==> src/port_irq_pkg.sv <==
// port_irq_pkg: register map, control field positions, status layout
// assumes: one processor access per selected clock cycle
package port_irq_pkg;

   // ---------------------------------------------------------------
   // register addresses (bank select line is address bit 2)
   // ---------------------------------------------------------------
   localparam logic [2:0] ADDR_SNAPSHOT       = 3'h0;
   localparam logic [2:0] ADDR_UPPER          = 3'h1;
   localparam logic [2:0] ADDR_LOWER          = 3'h2;
   localparam logic [2:0] ADDR_TIMER_STATUS   = 3'h3;
   localparam logic [2:0] ADDR_PORT_A_DATA    = 3'h4;
   localparam logic [2:0] ADDR_PORT_A_CONTROL = 3'h5;
   localparam logic [2:0] ADDR_PORT_B_DATA    = 3'h6;
   localparam logic [2:0] ADDR_PORT_B_CONTROL = 3'h7;

   // ---------------------------------------------------------------
   // port control register fields
   // ---------------------------------------------------------------
   localparam int CTL_FIRST_FLAG   = 7;
   localparam int CTL_SECOND_FLAG  = 6;
   localparam int CTL_OUTPUT_MODE  = 5;
   localparam int CTL_SECOND_POL   = 4;
   localparam int CTL_SECOND_EN    = 3;
   localparam int CTL_OUTPUT_SEL   = 2;
   localparam int CTL_FIRST_POL    = 1;
   localparam int CTL_FIRST_EN     = 0;
   localparam int CTL_LOW_WIDTH    = 6;
   localparam logic [5:0] CTL_RESET = 6'h00;

   // ---------------------------------------------------------------
   // timer mode control and status fields
   // ---------------------------------------------------------------
   localparam int TMC_IRQ_EN       = 7;
   localparam int TMC_MODE_MSB     = 2;
   localparam logic [2:0] TMC_MODE_DISABLED = 3'h0;
   localparam logic [7:0] TMC_RESET = 8'h00;
   localparam int STATUS_UNDERFLOW = 7;
   localparam int STATUS_PORT_A    = 6;
   localparam logic [5:0] STATUS_FIXED_LOW = 6'h1F;
   localparam logic [7:0] BYTE_RESET = 8'h00;

   // ---------------------------------------------------------------
   // strobe line sequencer
   // ---------------------------------------------------------------
   typedef enum logic [0:0] {
      STROBE_HIGH = 1'b0,
      STROBE_LOW  = 1'b1
   } strobe_state_t;

endpackage

==> src/port_control_line_interrupts.sv <==
// port_control_line_interrupts: port control registers, edge flags,
// strobe lines, timer status and the shared open-drain interrupt
// assumes: i_clock is the processor phase-2 clock; each selected
// clock cycle is one processor access; counter core lives outside
`timescale 1ns/100ps

// Behaviour
// three requests wire-ORed onto open-drain interrupt
// first A edge sets bit 7, bit 0 gates
// A bit 1 picks first edge polarity
// A second line input when bit 5 low
// A bit 3 gates bit 6 flag
// port A data read clears A flags
// pulse mode: low pulse per A read
// handshake: read drives A second line low
// A strobe low next edge, bit3 restores
// handshake restore on next first-line edge
// bit 4 set: static level from bit 3
// first B edge sets bit 7, bit 0 gates
// B bit 1 picks first edge polarity
// second B edge sets bit 6, bit 3 gates
// port B data read clears B flags
// B strobe pulses on port B write
// A bit 2 selects output or direction
// timer request: underflow and enable bit
// address 3: status read clears, mode write
// address 2: lower count, latch, snapshot copy
// edges found by sampling consecutive levels
module port_control_line_interrupts (
   input  wire logic       i_clock,
   input  wire logic       i_nrst,
   input  wire logic       i_chip_select,
   input  wire logic       i_chip_select_n,
   input  wire logic       i_read_write,
   input  wire logic [2:0] i_register_select,
   input  wire logic [7:0] i_data,

   output logic      [7:0] o_data,
   output logic            o_data_oe_n,

   output logic            o_irq_out,
   output logic            o_irq_oe_n,

   input  wire logic       i_port_a_edge_input,
   input  wire logic       i_port_a_strobe_line,
   output logic            o_port_a_strobe_line,
   output logic            o_port_a_strobe_oe_n,

   input  wire logic       i_port_b_edge_input,
   input  wire logic       i_port_b_strobe_line,
   output logic            o_port_b_strobe_line,
   output logic            o_port_b_strobe_oe_n,

   input  wire logic [7:0] i_port_a_pins,
   input  wire logic [7:0] i_port_b_pins,

   output logic      [7:0] o_port_a_output_reg,
   output logic      [7:0] o_port_a_direction_reg,
   output logic      [7:0] o_port_b_output_reg,
   output logic      [7:0] o_port_b_direction_reg,

   input  wire logic       i_timer_underflow,
   input  wire logic [7:0] i_lower_count,
   input  wire logic [7:0] i_upper_count,

   output logic      [7:0] o_upper_latch,
   output logic      [7:0] o_lower_reload_latch,
   output logic            o_counter_load,
   output logic      [7:0] o_timer_mode_control
);

   // ---------------------------------------------------------------
   // access decode
   // ---------------------------------------------------------------
   logic       selected;
   logic       rd;
   logic       wr;

   logic [5:0] control   [2];

   logic [1:0] first_flag;
   logic [1:0] second_flag;
   logic [1:0] port_req;

   logic [1:0] strobe_out;
   logic [1:0] strobe_oe_n;
   logic [1:0] strobe_in;
   logic [1:0] edge_in;

   logic [1:0] access;
   logic [1:0] flag_clear;

   logic [1:0] data_hit;
   logic [1:0] ctl_hit;
   logic [1:0] out_hit;
   logic [1:0] dir_hit;

   logic       underflow_flag;
   logic       port_a_status;
   logic       timer_request;

   logic [7:0] snapshot_latch;
   logic [7:0] next_data;

   function automatic logic [7:0] pin_view(input logic [7:0] out_reg,
                                           input logic [7:0] dir_reg,
                                           input logic [7:0] pins);
      pin_view = (out_reg & dir_reg) | (pins & ~dir_reg);
   endfunction

   assign selected = i_chip_select & ~i_chip_select_n;
   assign rd       = selected & i_read_write;
   assign wr       = selected & ~i_read_write;

   assign data_hit[0] = (i_register_select == port_irq_pkg::ADDR_PORT_A_DATA);
   assign data_hit[1] = (i_register_select == port_irq_pkg::ADDR_PORT_B_DATA);
   assign ctl_hit[0]  = (i_register_select == port_irq_pkg::ADDR_PORT_A_CONTROL);
   assign ctl_hit[1]  = (i_register_select == port_irq_pkg::ADDR_PORT_B_CONTROL);

   assign edge_in     = {i_port_b_edge_input, i_port_a_edge_input};
   assign strobe_in   = {i_port_b_strobe_line, i_port_a_strobe_line};

   // ---------------------------------------------------------------
   // per-port control register and line unit
   // ---------------------------------------------------------------
   genvar p;

   generate
      for (p = 0; p < 2; p = p + 1) begin : g_port
         assign out_hit[p]    = data_hit[p] & control[p][port_irq_pkg::CTL_OUTPUT_SEL];
         assign dir_hit[p]    = data_hit[p] & ~control[p][port_irq_pkg::CTL_OUTPUT_SEL];
         assign flag_clear[p] = rd & out_hit[p];

         always_ff @(posedge i_clock or negedge i_nrst) begin
            if (!i_nrst) begin
               control[p] <= port_irq_pkg::CTL_RESET;
            end else if (wr && ctl_hit[p]) begin
               control[p] <= i_data[port_irq_pkg::CTL_LOW_WIDTH-1:0];
            end
         end

         control_line_unit u_line (
            .i_clock       (i_clock),
            .i_nrst        (i_nrst),
            .i_control     (control[p]),
            .i_edge_input  (edge_in[p]),
            .i_strobe_in   (strobe_in[p]),
            .i_access      (access[p]),
            .i_flag_clear  (flag_clear[p]),
            .o_first_flag  (first_flag[p]),
            .o_second_flag (second_flag[p]),
            .o_request     (port_req[p]),
            .o_strobe_out  (strobe_out[p]),
            .o_strobe_oe_n (strobe_oe_n[p])
         );
      end
   endgenerate

   assign access[0] = rd & out_hit[0];
   assign access[1] = wr & out_hit[1];

   assign o_port_a_strobe_line = strobe_out[0];
   assign o_port_a_strobe_oe_n = strobe_oe_n[0];

   assign o_port_b_strobe_line = strobe_out[1];
   assign o_port_b_strobe_oe_n = strobe_oe_n[1];

   // ---------------------------------------------------------------
   // port data and direction registers
   // ---------------------------------------------------------------
   always_ff @(posedge i_clock or negedge i_nrst) begin
      if (!i_nrst) begin
         o_port_a_output_reg    <= port_irq_pkg::BYTE_RESET;
         o_port_a_direction_reg <= port_irq_pkg::BYTE_RESET;
         o_port_b_output_reg    <= port_irq_pkg::BYTE_RESET;
         o_port_b_direction_reg <= port_irq_pkg::BYTE_RESET;
      end else if (wr) begin
         if (out_hit[0]) begin
            o_port_a_output_reg <= i_data;
         end else if (dir_hit[0]) begin
            o_port_a_direction_reg <= i_data;
         end else if (out_hit[1]) begin
            o_port_b_output_reg <= i_data;
         end else if (dir_hit[1]) begin
            o_port_b_direction_reg <= i_data;
         end
      end
   end

   // ---------------------------------------------------------------
   // timer registers and status
   // ---------------------------------------------------------------
   always_ff @(posedge i_clock or negedge i_nrst) begin
      if (!i_nrst) begin
         o_timer_mode_control <= port_irq_pkg::TMC_RESET;
      end else if (wr && i_register_select == port_irq_pkg::ADDR_TIMER_STATUS) begin
         o_timer_mode_control <= i_data;
      end
   end

   always_ff @(posedge i_clock or negedge i_nrst) begin
      if (!i_nrst) begin
         o_upper_latch        <= port_irq_pkg::BYTE_RESET;
         o_lower_reload_latch <= port_irq_pkg::BYTE_RESET;
         o_counter_load       <= 1'b0;
      end else begin
         o_counter_load <= wr && (i_register_select == port_irq_pkg::ADDR_SNAPSHOT);

         if (wr && (i_register_select == port_irq_pkg::ADDR_SNAPSHOT ||
                    i_register_select == port_irq_pkg::ADDR_UPPER)) begin
            o_upper_latch <= i_data;
         end

         if (wr && i_register_select == port_irq_pkg::ADDR_LOWER) begin
            o_lower_reload_latch <= i_data;
         end
      end
   end

   always_ff @(posedge i_clock or negedge i_nrst) begin
      if (!i_nrst) begin
         snapshot_latch <= port_irq_pkg::BYTE_RESET;
      end else if (selected && i_register_select == port_irq_pkg::ADDR_LOWER) begin
         snapshot_latch <= i_upper_count;
      end
   end

   always_ff @(posedge i_clock or negedge i_nrst) begin
      if (!i_nrst) begin
         underflow_flag <= 1'b0;
      end else if (i_timer_underflow) begin
         underflow_flag <= 1'b1;
      end else if ((rd && i_register_select == port_irq_pkg::ADDR_TIMER_STATUS) ||
                   (selected && i_register_select == port_irq_pkg::ADDR_SNAPSHOT) ||
                   (wr && i_register_select == port_irq_pkg::ADDR_TIMER_STATUS &&
                    i_data[port_irq_pkg::TMC_MODE_MSB:0] == port_irq_pkg::TMC_MODE_DISABLED)) begin
         underflow_flag <= 1'b0;
      end
   end

   always_ff @(posedge i_clock or negedge i_nrst) begin
      if (!i_nrst) begin
         port_a_status <= 1'b0;
      end else if (first_flag[0] || second_flag[0]) begin
         port_a_status <= 1'b1;
      end else if (rd && i_register_select == port_irq_pkg::ADDR_TIMER_STATUS) begin
         port_a_status <= 1'b0;
      end
   end

   // ---------------------------------------------------------------
   // read data path
   // ---------------------------------------------------------------
   always_comb begin
      next_data = port_irq_pkg::BYTE_RESET;

      if (i_register_select == port_irq_pkg::ADDR_SNAPSHOT) begin
         next_data = snapshot_latch;
      end else if (i_register_select == port_irq_pkg::ADDR_UPPER) begin
         next_data = i_upper_count;
      end else if (i_register_select == port_irq_pkg::ADDR_LOWER) begin
         next_data = i_lower_count;
      end else if (i_register_select == port_irq_pkg::ADDR_TIMER_STATUS) begin
         next_data = {underflow_flag, port_a_status, port_irq_pkg::STATUS_FIXED_LOW};
      end else if (out_hit[0]) begin
         next_data = pin_view(o_port_a_output_reg, o_port_a_direction_reg, i_port_a_pins);
      end else if (dir_hit[0]) begin
         next_data = o_port_a_direction_reg;
      end else if (out_hit[1]) begin
         next_data = pin_view(o_port_b_output_reg, o_port_b_direction_reg, i_port_b_pins);
      end else if (dir_hit[1]) begin
         next_data = o_port_b_direction_reg;
      end else if (ctl_hit[0]) begin
         next_data = {first_flag[0], second_flag[0], control[0]};
      end else if (ctl_hit[1]) begin
         next_data = {first_flag[1], second_flag[1], control[1]};
      end
   end

   always_ff @(posedge i_clock or negedge i_nrst) begin
      if (!i_nrst) begin
         o_data      <= port_irq_pkg::BYTE_RESET;
         o_data_oe_n <= 1'b1;
      end else begin
         o_data_oe_n <= ~rd;

         if (rd) begin
            o_data <= next_data;
         end
      end
   end

   // ---------------------------------------------------------------
   // combined interrupt output
   // ---------------------------------------------------------------
   assign timer_request = underflow_flag &
                          o_timer_mode_control[port_irq_pkg::TMC_IRQ_EN];
   assign o_irq_out     = 1'b0;
   assign o_irq_oe_n    = ~(port_req[0] |
                            port_req[1] |
                            timer_request);

endmodule

==> src/control_line_unit.sv <==
// control_line_unit: edge flags, request and strobe line of one port
// assumes: control bits and access pulses come from the register file
`timescale 1ns/100ps

module control_line_unit (
   input  wire logic       i_clock,
   input  wire logic       i_nrst,
   input  wire logic [5:0] i_control,
   input  wire logic       i_edge_input,
   input  wire logic       i_strobe_in,
   input  wire logic       i_access,
   input  wire logic       i_flag_clear,
   output logic            o_first_flag,
   output logic            o_second_flag,
   output logic            o_request,
   output logic            o_strobe_out,
   output logic            o_strobe_oe_n
);

   logic                        primed;
   logic                        edge_prev;
   logic                        strobe_prev;
   logic                        first_active;
   logic                        second_active;
   logic                        output_mode;
   logic                        pulse_mode;
   port_irq_pkg::strobe_state_t state;

   assign output_mode = i_control[port_irq_pkg::CTL_OUTPUT_MODE];
   assign pulse_mode  = output_mode & ~i_control[port_irq_pkg::CTL_SECOND_POL];

   // ---------------------------------------------------------------
   // sampled edge detection
   // ---------------------------------------------------------------
   always_ff @(posedge i_clock or negedge i_nrst) begin
      if (!i_nrst) begin
         primed      <= 1'b0;
         edge_prev   <= 1'b0;
         strobe_prev <= 1'b0;
      end else begin
         primed      <= 1'b1;
         edge_prev   <= i_edge_input;
         strobe_prev <= i_strobe_in;
      end
   end

   assign first_active = primed & (i_control[port_irq_pkg::CTL_FIRST_POL] ?
                         (~edge_prev & i_edge_input) : (edge_prev & ~i_edge_input));
   assign second_active = primed & ~output_mode & (i_control[port_irq_pkg::CTL_SECOND_POL] ?
                          (~strobe_prev & i_strobe_in) : (strobe_prev & ~i_strobe_in));

   // ---------------------------------------------------------------
   // flags: a new edge wins over a clearing read
   // ---------------------------------------------------------------
   always_ff @(posedge i_clock or negedge i_nrst) begin
      if (!i_nrst) begin
         o_first_flag <= 1'b0;
      end else if (first_active) begin
         o_first_flag <= 1'b1;
      end else if (i_flag_clear) begin
         o_first_flag <= 1'b0;
      end
   end

   always_ff @(posedge i_clock or negedge i_nrst) begin
      if (!i_nrst) begin
         o_second_flag <= 1'b0;
      end else if (second_active) begin
         o_second_flag <= 1'b1;
      end else if (i_flag_clear || output_mode) begin
         o_second_flag <= 1'b0;
      end
   end

   assign o_request = (o_first_flag & i_control[port_irq_pkg::CTL_FIRST_EN]) |
                      (o_second_flag & i_control[port_irq_pkg::CTL_SECOND_EN]);

   // ---------------------------------------------------------------
   // strobe sequencer
   // ---------------------------------------------------------------
   always_ff @(posedge i_clock or negedge i_nrst) begin
      if (!i_nrst) begin
         state <= port_irq_pkg::STROBE_HIGH;
      end else begin
         case (state)
            port_irq_pkg::STROBE_HIGH: begin
               if (pulse_mode && i_access) begin
                  state <= port_irq_pkg::STROBE_LOW;
               end
            end
            port_irq_pkg::STROBE_LOW: begin
               if (!pulse_mode) begin
                  state <= port_irq_pkg::STROBE_HIGH;
               end else if (i_control[port_irq_pkg::CTL_SECOND_EN]) begin
                  state <= port_irq_pkg::STROBE_HIGH;
               end else if (first_active) begin
                  state <= port_irq_pkg::STROBE_HIGH;
               end
            end
            default: begin
               state <= port_irq_pkg::STROBE_HIGH;
            end
         endcase
      end
   end

   always_comb begin
      o_strobe_oe_n = ~output_mode;
      if (!output_mode) begin
         o_strobe_out = 1'b1;
      end else if (!pulse_mode) begin
         o_strobe_out = i_control[port_irq_pkg::CTL_SECOND_EN];
      end else begin
         o_strobe_out = (state == port_irq_pkg::STROBE_HIGH);
      end
   end

endmodule

==> config.mk <==
export PLATFORM = sky130hd
export DESIGN_NAME = port_control_line_interrupts
export DESIGN_NICKNAME = d
export VERILOG_FILES = /design/src/port_irq_pkg.sv /design/src/port_control_line_interrupts.sv /design/src/control_line_unit.sv
export SDC_FILE = /design/constraint.sdc
export NUM_CORES = 1
export LEC_CHECK = 0
export BUFFER_PORTS_ARGS = -buffer_cell sky130_fd_sc_hd__buf_4
export CELL_PAD_IN_SITES_DETAIL_PLACEMENT = 1
export CELL_PAD_IN_SITES_GLOBAL_PLACEMENT = 1
export CORE_MARGIN = 1.5
export CORE_UTILIZATION = 38
export CTS_BUF_LIST = sky130_fd_sc_hd__clkbuf_4
export CTS_CLUSTER_DIAMETER = 80
export DETAILED_ROUTE_END_ITERATION = 12
export GPL_TIMING_DRIVEN = 0
export PLACE_DENSITY_LB_ADDON = 0.1
export SLEW_MARGIN = 20
export SYNTH_ARGS = -nofsm -noshare
export SYNTH_HDL_FRONTEND = slang
export SYNTH_SLANG_ARGS = --single-unit
==> constraint.sdc <==
create_clock -name i_clock -period 1.6 [get_ports i_clock]
set_clock_uncertainty 0.15 [all_clocks]
set_input_delay 0.16 -clock i_clock [delete_from_list [all_inputs] [get_ports i_clock]]
set_output_delay 0.16 -clock i_clock [all_outputs]
set_load 0.005 [all_outputs]
==> results of run 1 <==
## routing by layer
| layer | routed length [µm] | up-vias | global-route usage [%] |
|---|---|---|---|
| li1 | - | 1809 | - |
| met1 | 6970 | 2017 | 34.4 |
| met2 | 7720 | 120 | 41.4 |
| met3 | 878 | 20 | 4.52 |
| met4 | 358 | 0 | 9.83 |
| met5 | 0 | - | 0 |
## synth_stat cells, types with 4 or more instances
library cell	instances	share of area [%]
o21ai_0	23	2.5
nor3b_1	5	0.80
a31oi_1	10	1.3
mux2_2	73	18
buf_2	9	0.96
nand2b_1	4	0.54
and3b_1	9	1.7
dfrtp_1	98	52
nand2_1	26	2.1
mux2i_1	7	1.5
clkbuf_1	9	0.72
a21oi_1	28	3.0
nor2_1	17	1.4
nor4_1	5	0.67
nor3_1	4	0.43
inv_1	13	1.0
## power groups by stage
stage / sequential (mW) / clock (mW) / combinational [mW]
2_1_floorplan: 3.23 / 0 / 0.739
3_3_place_gp: 3.28 / 0 / 1.60
3_5_place_dp: 3.31 / 0 / 1.63
4_1_cts: 3.26 / 1.72 / 1.79
5_1_grt: 3.33 / 1.81 / 2.01
6_report: 3.26 / 1.67 / 1.86
## kinds of logic (layout without fill, tap and decap cells)
| group | Yosys count | in the layout |
|---|---|---|
| buffers and inverters | 39 | 216 |
| AO/OA/AOI/OAI | 90 | 90 |
| other | 2 | 2 |
| AND/OR/NAND/NOR | 88 | 88 |
| flip-flops | 99 | 99 |
| multiplexers | 83 | 83 |
## worst min path at each step
stage,from,endpoint,slack (ns),cells past startpoint
6_report,i_register_select[1],o_port_a_direction_reg[4]$_DFFE_PN0P_,0.01,3
4_1_cts,i_register_select[0],o_port_b_direction_reg[3]$_DFFE_PN0P_,0.01,3
2_1_floorplan,i_nrst,control[0]$_DFFE_PN0P_,-0.29,0
3_5_place_dp,i_port_b_edge_input,g_port[1].u_line.edge_prev$_DFF_PN0_,0.14,1
5_1_grt,i_register_select[1],o_port_a_direction_reg[4]$_DFFE_PN0P_,0.004,3
3_3_place_gp,i_port_b_edge_input,g_port[1].u_line.edge_prev$_DFF_PN0_,0.13,1
## layout make-up
cell class,count,area (µm²)
Fill cell,1283,5460
Clock buffer,9,67.6
Multi-Input combinational cell,263,2150
Clock inverter,7,116
Buffer,21,144
Sequential cell,99,2480
Inverter,16,67.6
Tap cell,147,184
Timing Repair Buffer,163,1340
## metrics by stage
step | area, µm² | TNS (ns) | hold slack [ns] | setup slack [ns] | power, mW
floorplan | 4720 | -0.298 | -0.286 | -0.0614 | 3.97
global placement | 5800 | -33.87 | 0.135 | -0.671 | 4.88
detailed placement | 5800 | -35.40 | 0.137 | -0.678 | 4.94
CTS | 6440 | -1.43 | 0.0129 | -0.441 | 6.77
global route | 6560 | -2.19 | 0.00404 | -0.594 | 7.15
finish | 6560 | -1.39 | 0.0118 | -0.466 | 6.79
## what timing repair did
item	CTS	global route
pin swaps	4	5
hold buffers	29	0
endpoints found under the hold margin	172	0
endpoints found under the setup margin	61	69
gates resized for setup	25	29
setup buffers	11	4
## worst min-delay path, cell delays in order
cell and delay [ns]:
buf_4 0.10, or4_4 0.19, mux2_2 0.16
==> reports/metrics.csv, run 1 <==
stage;metric;value;unit
outcome;outcome;finished with violations;
outcome;failing checks;setup timing;
yosys;main combinational cell family by area after synthesis;multiplexers;
route;# DRC;0;
timing;slew margin rel.;38.9;%
setup_path;R2R Path End;o_port_b_direction_reg[6]$_DFFE_PN0P_;
yosys;synth warn;0;
grt;GRT overflow;0;
yosys;synthesized cell area;4670;µm²
yosys;Synth Area per Inst;11.7;µm²
clock_tree;clock latency on the worst-skew pair;0.47;ns
yosys;Syn Nets;454;
route;via count;3966;
setup_path;R2R depth;3;
clock_tree;CTS tree;done;
yosys;EDFF count, synth;0;
setup_path;Worst R2R Start;control[2]$_DFFE_PN0P_;
clock_tree;H-tree Lvls;3;
setup_path;crit path capture type;output pin;
grt;vias in the first global route;4233;
die;Core Area;12000;µm²
grt;first-pass GRT wire length;24.6;mm
power_and_ir_drop;Comb pwr share;27.3;%
die;std cell rows;40;
yosys;FF+latch count, synth;99;
placed_design;Routability Congestion;0.869;
timing;worst-margin pin slew;0.917;ns
route;antenna-violating nets left;0;
timing;final setup violating endpoints;12;
setup_path;Worst Path Required;1.29;ns
die;Initial Util;38.9;%
finish;post-route core utilization;54.6;%
route;wire length per cell;22.0;µm
timing;fin crit period;2.07;ns
power_and_ir_drop;clock share of power;24.6;%
placed_design;Detailed Place HPWL;10.9;mm
finish;fin nets;626;
finish;Area Growth Syn to Fin;40.3;%
power_and_ir_drop;Lkg Pwr;3.04;nW
setup_path;crit path DAT;1.76;ns
setup_path;CP Launch Point;control[3]$_DFFE_PN0P_;
finish;share of cells above drive strength 1;47.1;%
finish;Largest Register;control;
setup_path;CP max-delay cell;dfrtp_2;
yosys;Synth Area in Compound Gates;12.2;%
power_and_ir_drop;Psw;2.01;mW
timing;RSZ-0062 raised after global routing;yes;
timing;final worst-path cycle share;129;%
power_and_ir_drop;Pint;4.78;mW
setup_path;Startpoint Class;register;
yosys;Yosys cell types;57;
setup_path;worst setup path class;register to output pin;
setup_path;Worst path top cell family by delay;compound AO/OA/AOI/OAI gates;
power_and_ir_drop;Power Density;1040;nW/µm²
die;Die W;114;µm
yosys;asr flop ratio synth;100;%
clock_tree;clk buf depth;2;
yosys;sequential area share after synthesis;53.0;%
setup_path;worst path bufs/invs;2;
finish;max FFs per register;12;
yosys;XOR/XNOR Fraction of Synth Area;0;%
job;max-cap viol count;0;
worst_hold_path;type of the most critical hold path;input pin to register;
route;DR iter-0 viols;151;
finish;most frequent cells in the layout;130 x buf_4, 94 x dfrtp_1, 68 x mux2_2;
setup_path;Critical Path Stages;4;
setup_path;CP cell instances;a222oi_1 > inv_1 > a221oi_2 > buf_4;
placed_design;I/O Buffers;119;
power_and_ir_drop;Seq pwr share;48.0;%
timing;final hold vios;0;
timing;f_max;484;MHz
finish;Ant. Diodes;0;
power_and_ir_drop;Worst VDD drop;645;µV
yosys;post-synthesis mux area share;20.3;%
placed_design;placed cells;667;
yosys;Synth Area in Simple Gates;10.7;%
yosys;cells after synthesis;401;
setup_path;register-to-register setup slack;-0.11;ns
die;Boundary Pins;125;
yosys;Main synth FF type;dfrtp_1;
die;height of the die;114;µm
clock_tree;# clock sinks;99;
timing;Setup WS post-layout;-0.466;ns
route;Pre-antenna DRT Iters;5;
clock_tree;Reg clk slew, reported paths;0.16;ns
route;Via density;5.47;
yosys;adder-cell share of the synthesized area;0;%
route;aggregate routed wire length;15.9;mm
grt;overall routing resource usage;25.6;%
timing;fin. max-slew vios;0;
grt;initial antenna violation count;0;
clock_tree;clock root buffer;clkbuf_4;
setup_path;max incr delay on CP;0.45;ns
setup_path;Critical Path End;o_irq_oe_n;
finish;commonest non-fill, non-tap cell in the layout;buf_4;
setup_path;Worst Path Max Fanout;2;
grt;largest net degree at the start of global routing;100;
power_and_ir_drop;switching share of total power;29.7;%
clock_tree;CTS Buf Count;9;
die;die area;13000;µm²
finish;non-filler instance count after layout;725;
Note: power is estimated with default switching activity, not from simulation.
==> inputs of run 2 (changes only) <==
--- a/config.mk
+++ b/config.mk
@@ -8,7 +8,7 @@
 export BUFFER_PORTS_ARGS = -buffer_cell sky130_fd_sc_hd__buf_4
 export CELL_PAD_IN_SITES_DETAIL_PLACEMENT = 1
 export CELL_PAD_IN_SITES_GLOBAL_PLACEMENT = 1
-export CORE_MARGIN = 1.5
+export CORE_ASPECT_RATIO = 1.5
 export CORE_UTILIZATION = 38
 export CTS_BUF_LIST = sky130_fd_sc_hd__clkbuf_4
 export CTS_CLUSTER_DIAMETER = 80
==> run 2 against run 1 <==
Compared with the run above: global-route usage down 0.26 points; non-clock buffer count fell by 3; routed wire length shrank 1.8%; cell count increased by 0.55%; combinational power about the same; highest routed layer unchanged; the flow still finishes with violations (setup timing); sequential share of layout area rose by 0.53 points; final area decreased by 1.3%; critical endpoint unchanged.
==> reports/metrics.csv, run 2 (synthesized netlist as in run 1, its figures left out) <==
stage;metric;value;unit
die;Initial Util;38.9;%
route;# DRC;0;
die;std cell rows;49;
grt;vias in the first global route;4305;
clock_tree;Reg clk slew, reported paths;0.16;ns
finish;commonest non-fill, non-tap cell in the layout;buf_4;
clock_tree;H-tree Lvls;3;
placed_design;placed cells;673;
timing;final worst-path cycle share;128;%
finish;post-route core utilization;53.8;%
finish;max FFs per register;12;
grt;largest net degree at the start of global routing;100;
clock_tree;CTS tree;done;
die;Core Area;12000;µm²
timing;Setup WS post-layout;-0.445;ns
finish;Largest Register;control;
finish;post-layout instance area;6470;µm²
outcome;failing checks;setup timing;
route;Via density;5.43;
job;max-cap viol count;0;
clock_tree;clock root buffer;clkbuf_4;
die;Boundary Pins;125;
die;die area;12800;µm²
power_and_ir_drop;Lkg Pwr;3.02;nW
clock_tree;CTS Buf Count;9;
outcome;outcome;finished with violations;
route;antenna-violating nets left;0;
timing;setup TNS;-1.17;ns
clock_tree;clk buf depth;2;
grt;first-pass GRT wire length;23.9;mm
power_and_ir_drop;Worst VDD drop;517;µV
setup_path;Worst Path Required;1.29;ns
route;DR iter-0 viols;142;
worst_hold_path;type of the most critical hold path;input pin to register;
clock_tree;# clock sinks;99;
finish;fin nets;623;
placed_design;Placement Cell Area;5810;µm²
route;via count;3958;
timing;RSZ-0062 raised after global routing;yes;
finish;non-filler instance count after layout;729;
route;wire length per cell;21.5;µm
finish;most frequent cells in the layout;130 x buf_4, 93 x dfrtp_1, 72 x mux2_2;
timing;f_max;489;MHz
setup_path;crit path capture type;output pin;
setup_path;Worst Path Max Fanout;2;
setup_path;worst setup path class;register to output pin;
grt;overall routing resource usage;25.3;%
power_and_ir_drop;Power Density;1010;nW/µm²
clock_tree;clock latency on the worst-skew pair;0.48;ns
finish;Area Growth Syn to Fin;38.4;%
die;height of the die;138;µm
grt;GRT overflow;0;
setup_path;Startpoint Class;register;
placed_design;Detailed Place HPWL;11.0;mm
timing;worst-margin pin slew;0.927;ns
placed_design;I/O Buffers;119;
route;aggregate routed wire length;15.6;mm
setup_path;crit path DAT;1.74;ns
placed_design;Routability Congestion;0.897;
timing;final setup violating endpoints;21;
timing;fin. max-slew vios;0;
timing;slew margin rel.;38.2;%
timing;fin crit period;2.05;ns
timing;final hold vios;0;
finish;share of cells above drive strength 1;47.0;%
die;Die W;92.5;µm
grt;initial antenna violation count;1;
route;Pre-antenna DRT Iters;4;
## run 2: final timing paths
path	end	slack [ns]	cells past startpoint	startpoint
worst max-delay path	o_irq_oe_n	-0.45	4	g_port[1].u_line.o_second_flag$_DFFE_PN0P_
worst min-delay path	o_data[3]$_DFFE_PN0P_	0.0004	5	i_port_b_pins[3]
worst max register to register	o_port_b_direction_reg[2]$_DFFE_PN0P_	-0.08	2	control[2]$_DFFE_PN0P_
worst min register to register	g_port[1].u_line.o_second_flag$_DFFE_PN0P_	0.36	1	control[5]$_DFFE_PN0P_
max in group asynchronous	control[8]$_DFFE_PN0P_	0.44	2	i_nrst
min in group asynchronous	snapshot_latch[4]$_DFFE_PN0P_	0.17	2	i_nrst
## run 2: repair_timing
action / 4_1_cts / 5_1_grt
gates cloned: 0 / 1
endpoints found under the hold margin: 171 / 0
hold buffers: 26 / 0
setup endpoints to repair: 46 / 56
resized for setup: 22 / 25
buffers inserted: 11 / 4
pin swaps: 2 / 12
## run 2: power breakdown
part,total (mW),internal (mW),switching [mW]
clock,1.42,0.489,0.930
sequential,3.27,2.92,0.356
combinational,1.85,1.08,0.767
total,6.55,4.49,2.05
## run 2: worst max-delay path, cell delays in order, from the launching register on
cell and delay [ns]:
dfrtp_1 0.45, a222oi_1 0.34, inv_1 0.08, a221oi_2 0.22, buf_4 0.16
## run 2: cell type report
type / instances / area, µm²
diodes: 1 / 2.50
plain buffers: 20 / 139
clock buffers: 9 / 67.6
clock inverters: 7 / 73.8
fillers: 1347 / 5550
inverters: 16 / 63.8
multi-input cells: 263 / 2110
flip-flops and latches: 99 / 2480
well taps: 153 / 191
repair buffers: 161 / 1340
## run 2: through the flow
| step | setup WS [ns] | power [mW] | hold WS (ns) |
|---|---|---|---|
| 6_report | -0.445 | 6.55 | 0.000394 |
| 5_1_grt | -0.540 | 6.87 | 0.0209 |
| 4_1_cts | -0.443 | 6.52 | 0.00937 |
| 3_5_place_dp | -0.678 | 4.95 | 0.138 |
| 3_3_place_gp | -0.638 | 4.87 | 0.137 |
| 2_1_floorplan | -0.0614 | 3.97 | -0.286 |
## run 2: metal layers
layer | track usage (%) | up-vias | wire (µm)
met5 | 0 | - | 0
met4 | 10.8 | 0 | 408
met3 | 4.47 | 24 | 796
met2 | 44.5 | 123 | 8110
met1 | 30.3 | 2009 | 6330
li1 | - | 1802 | -
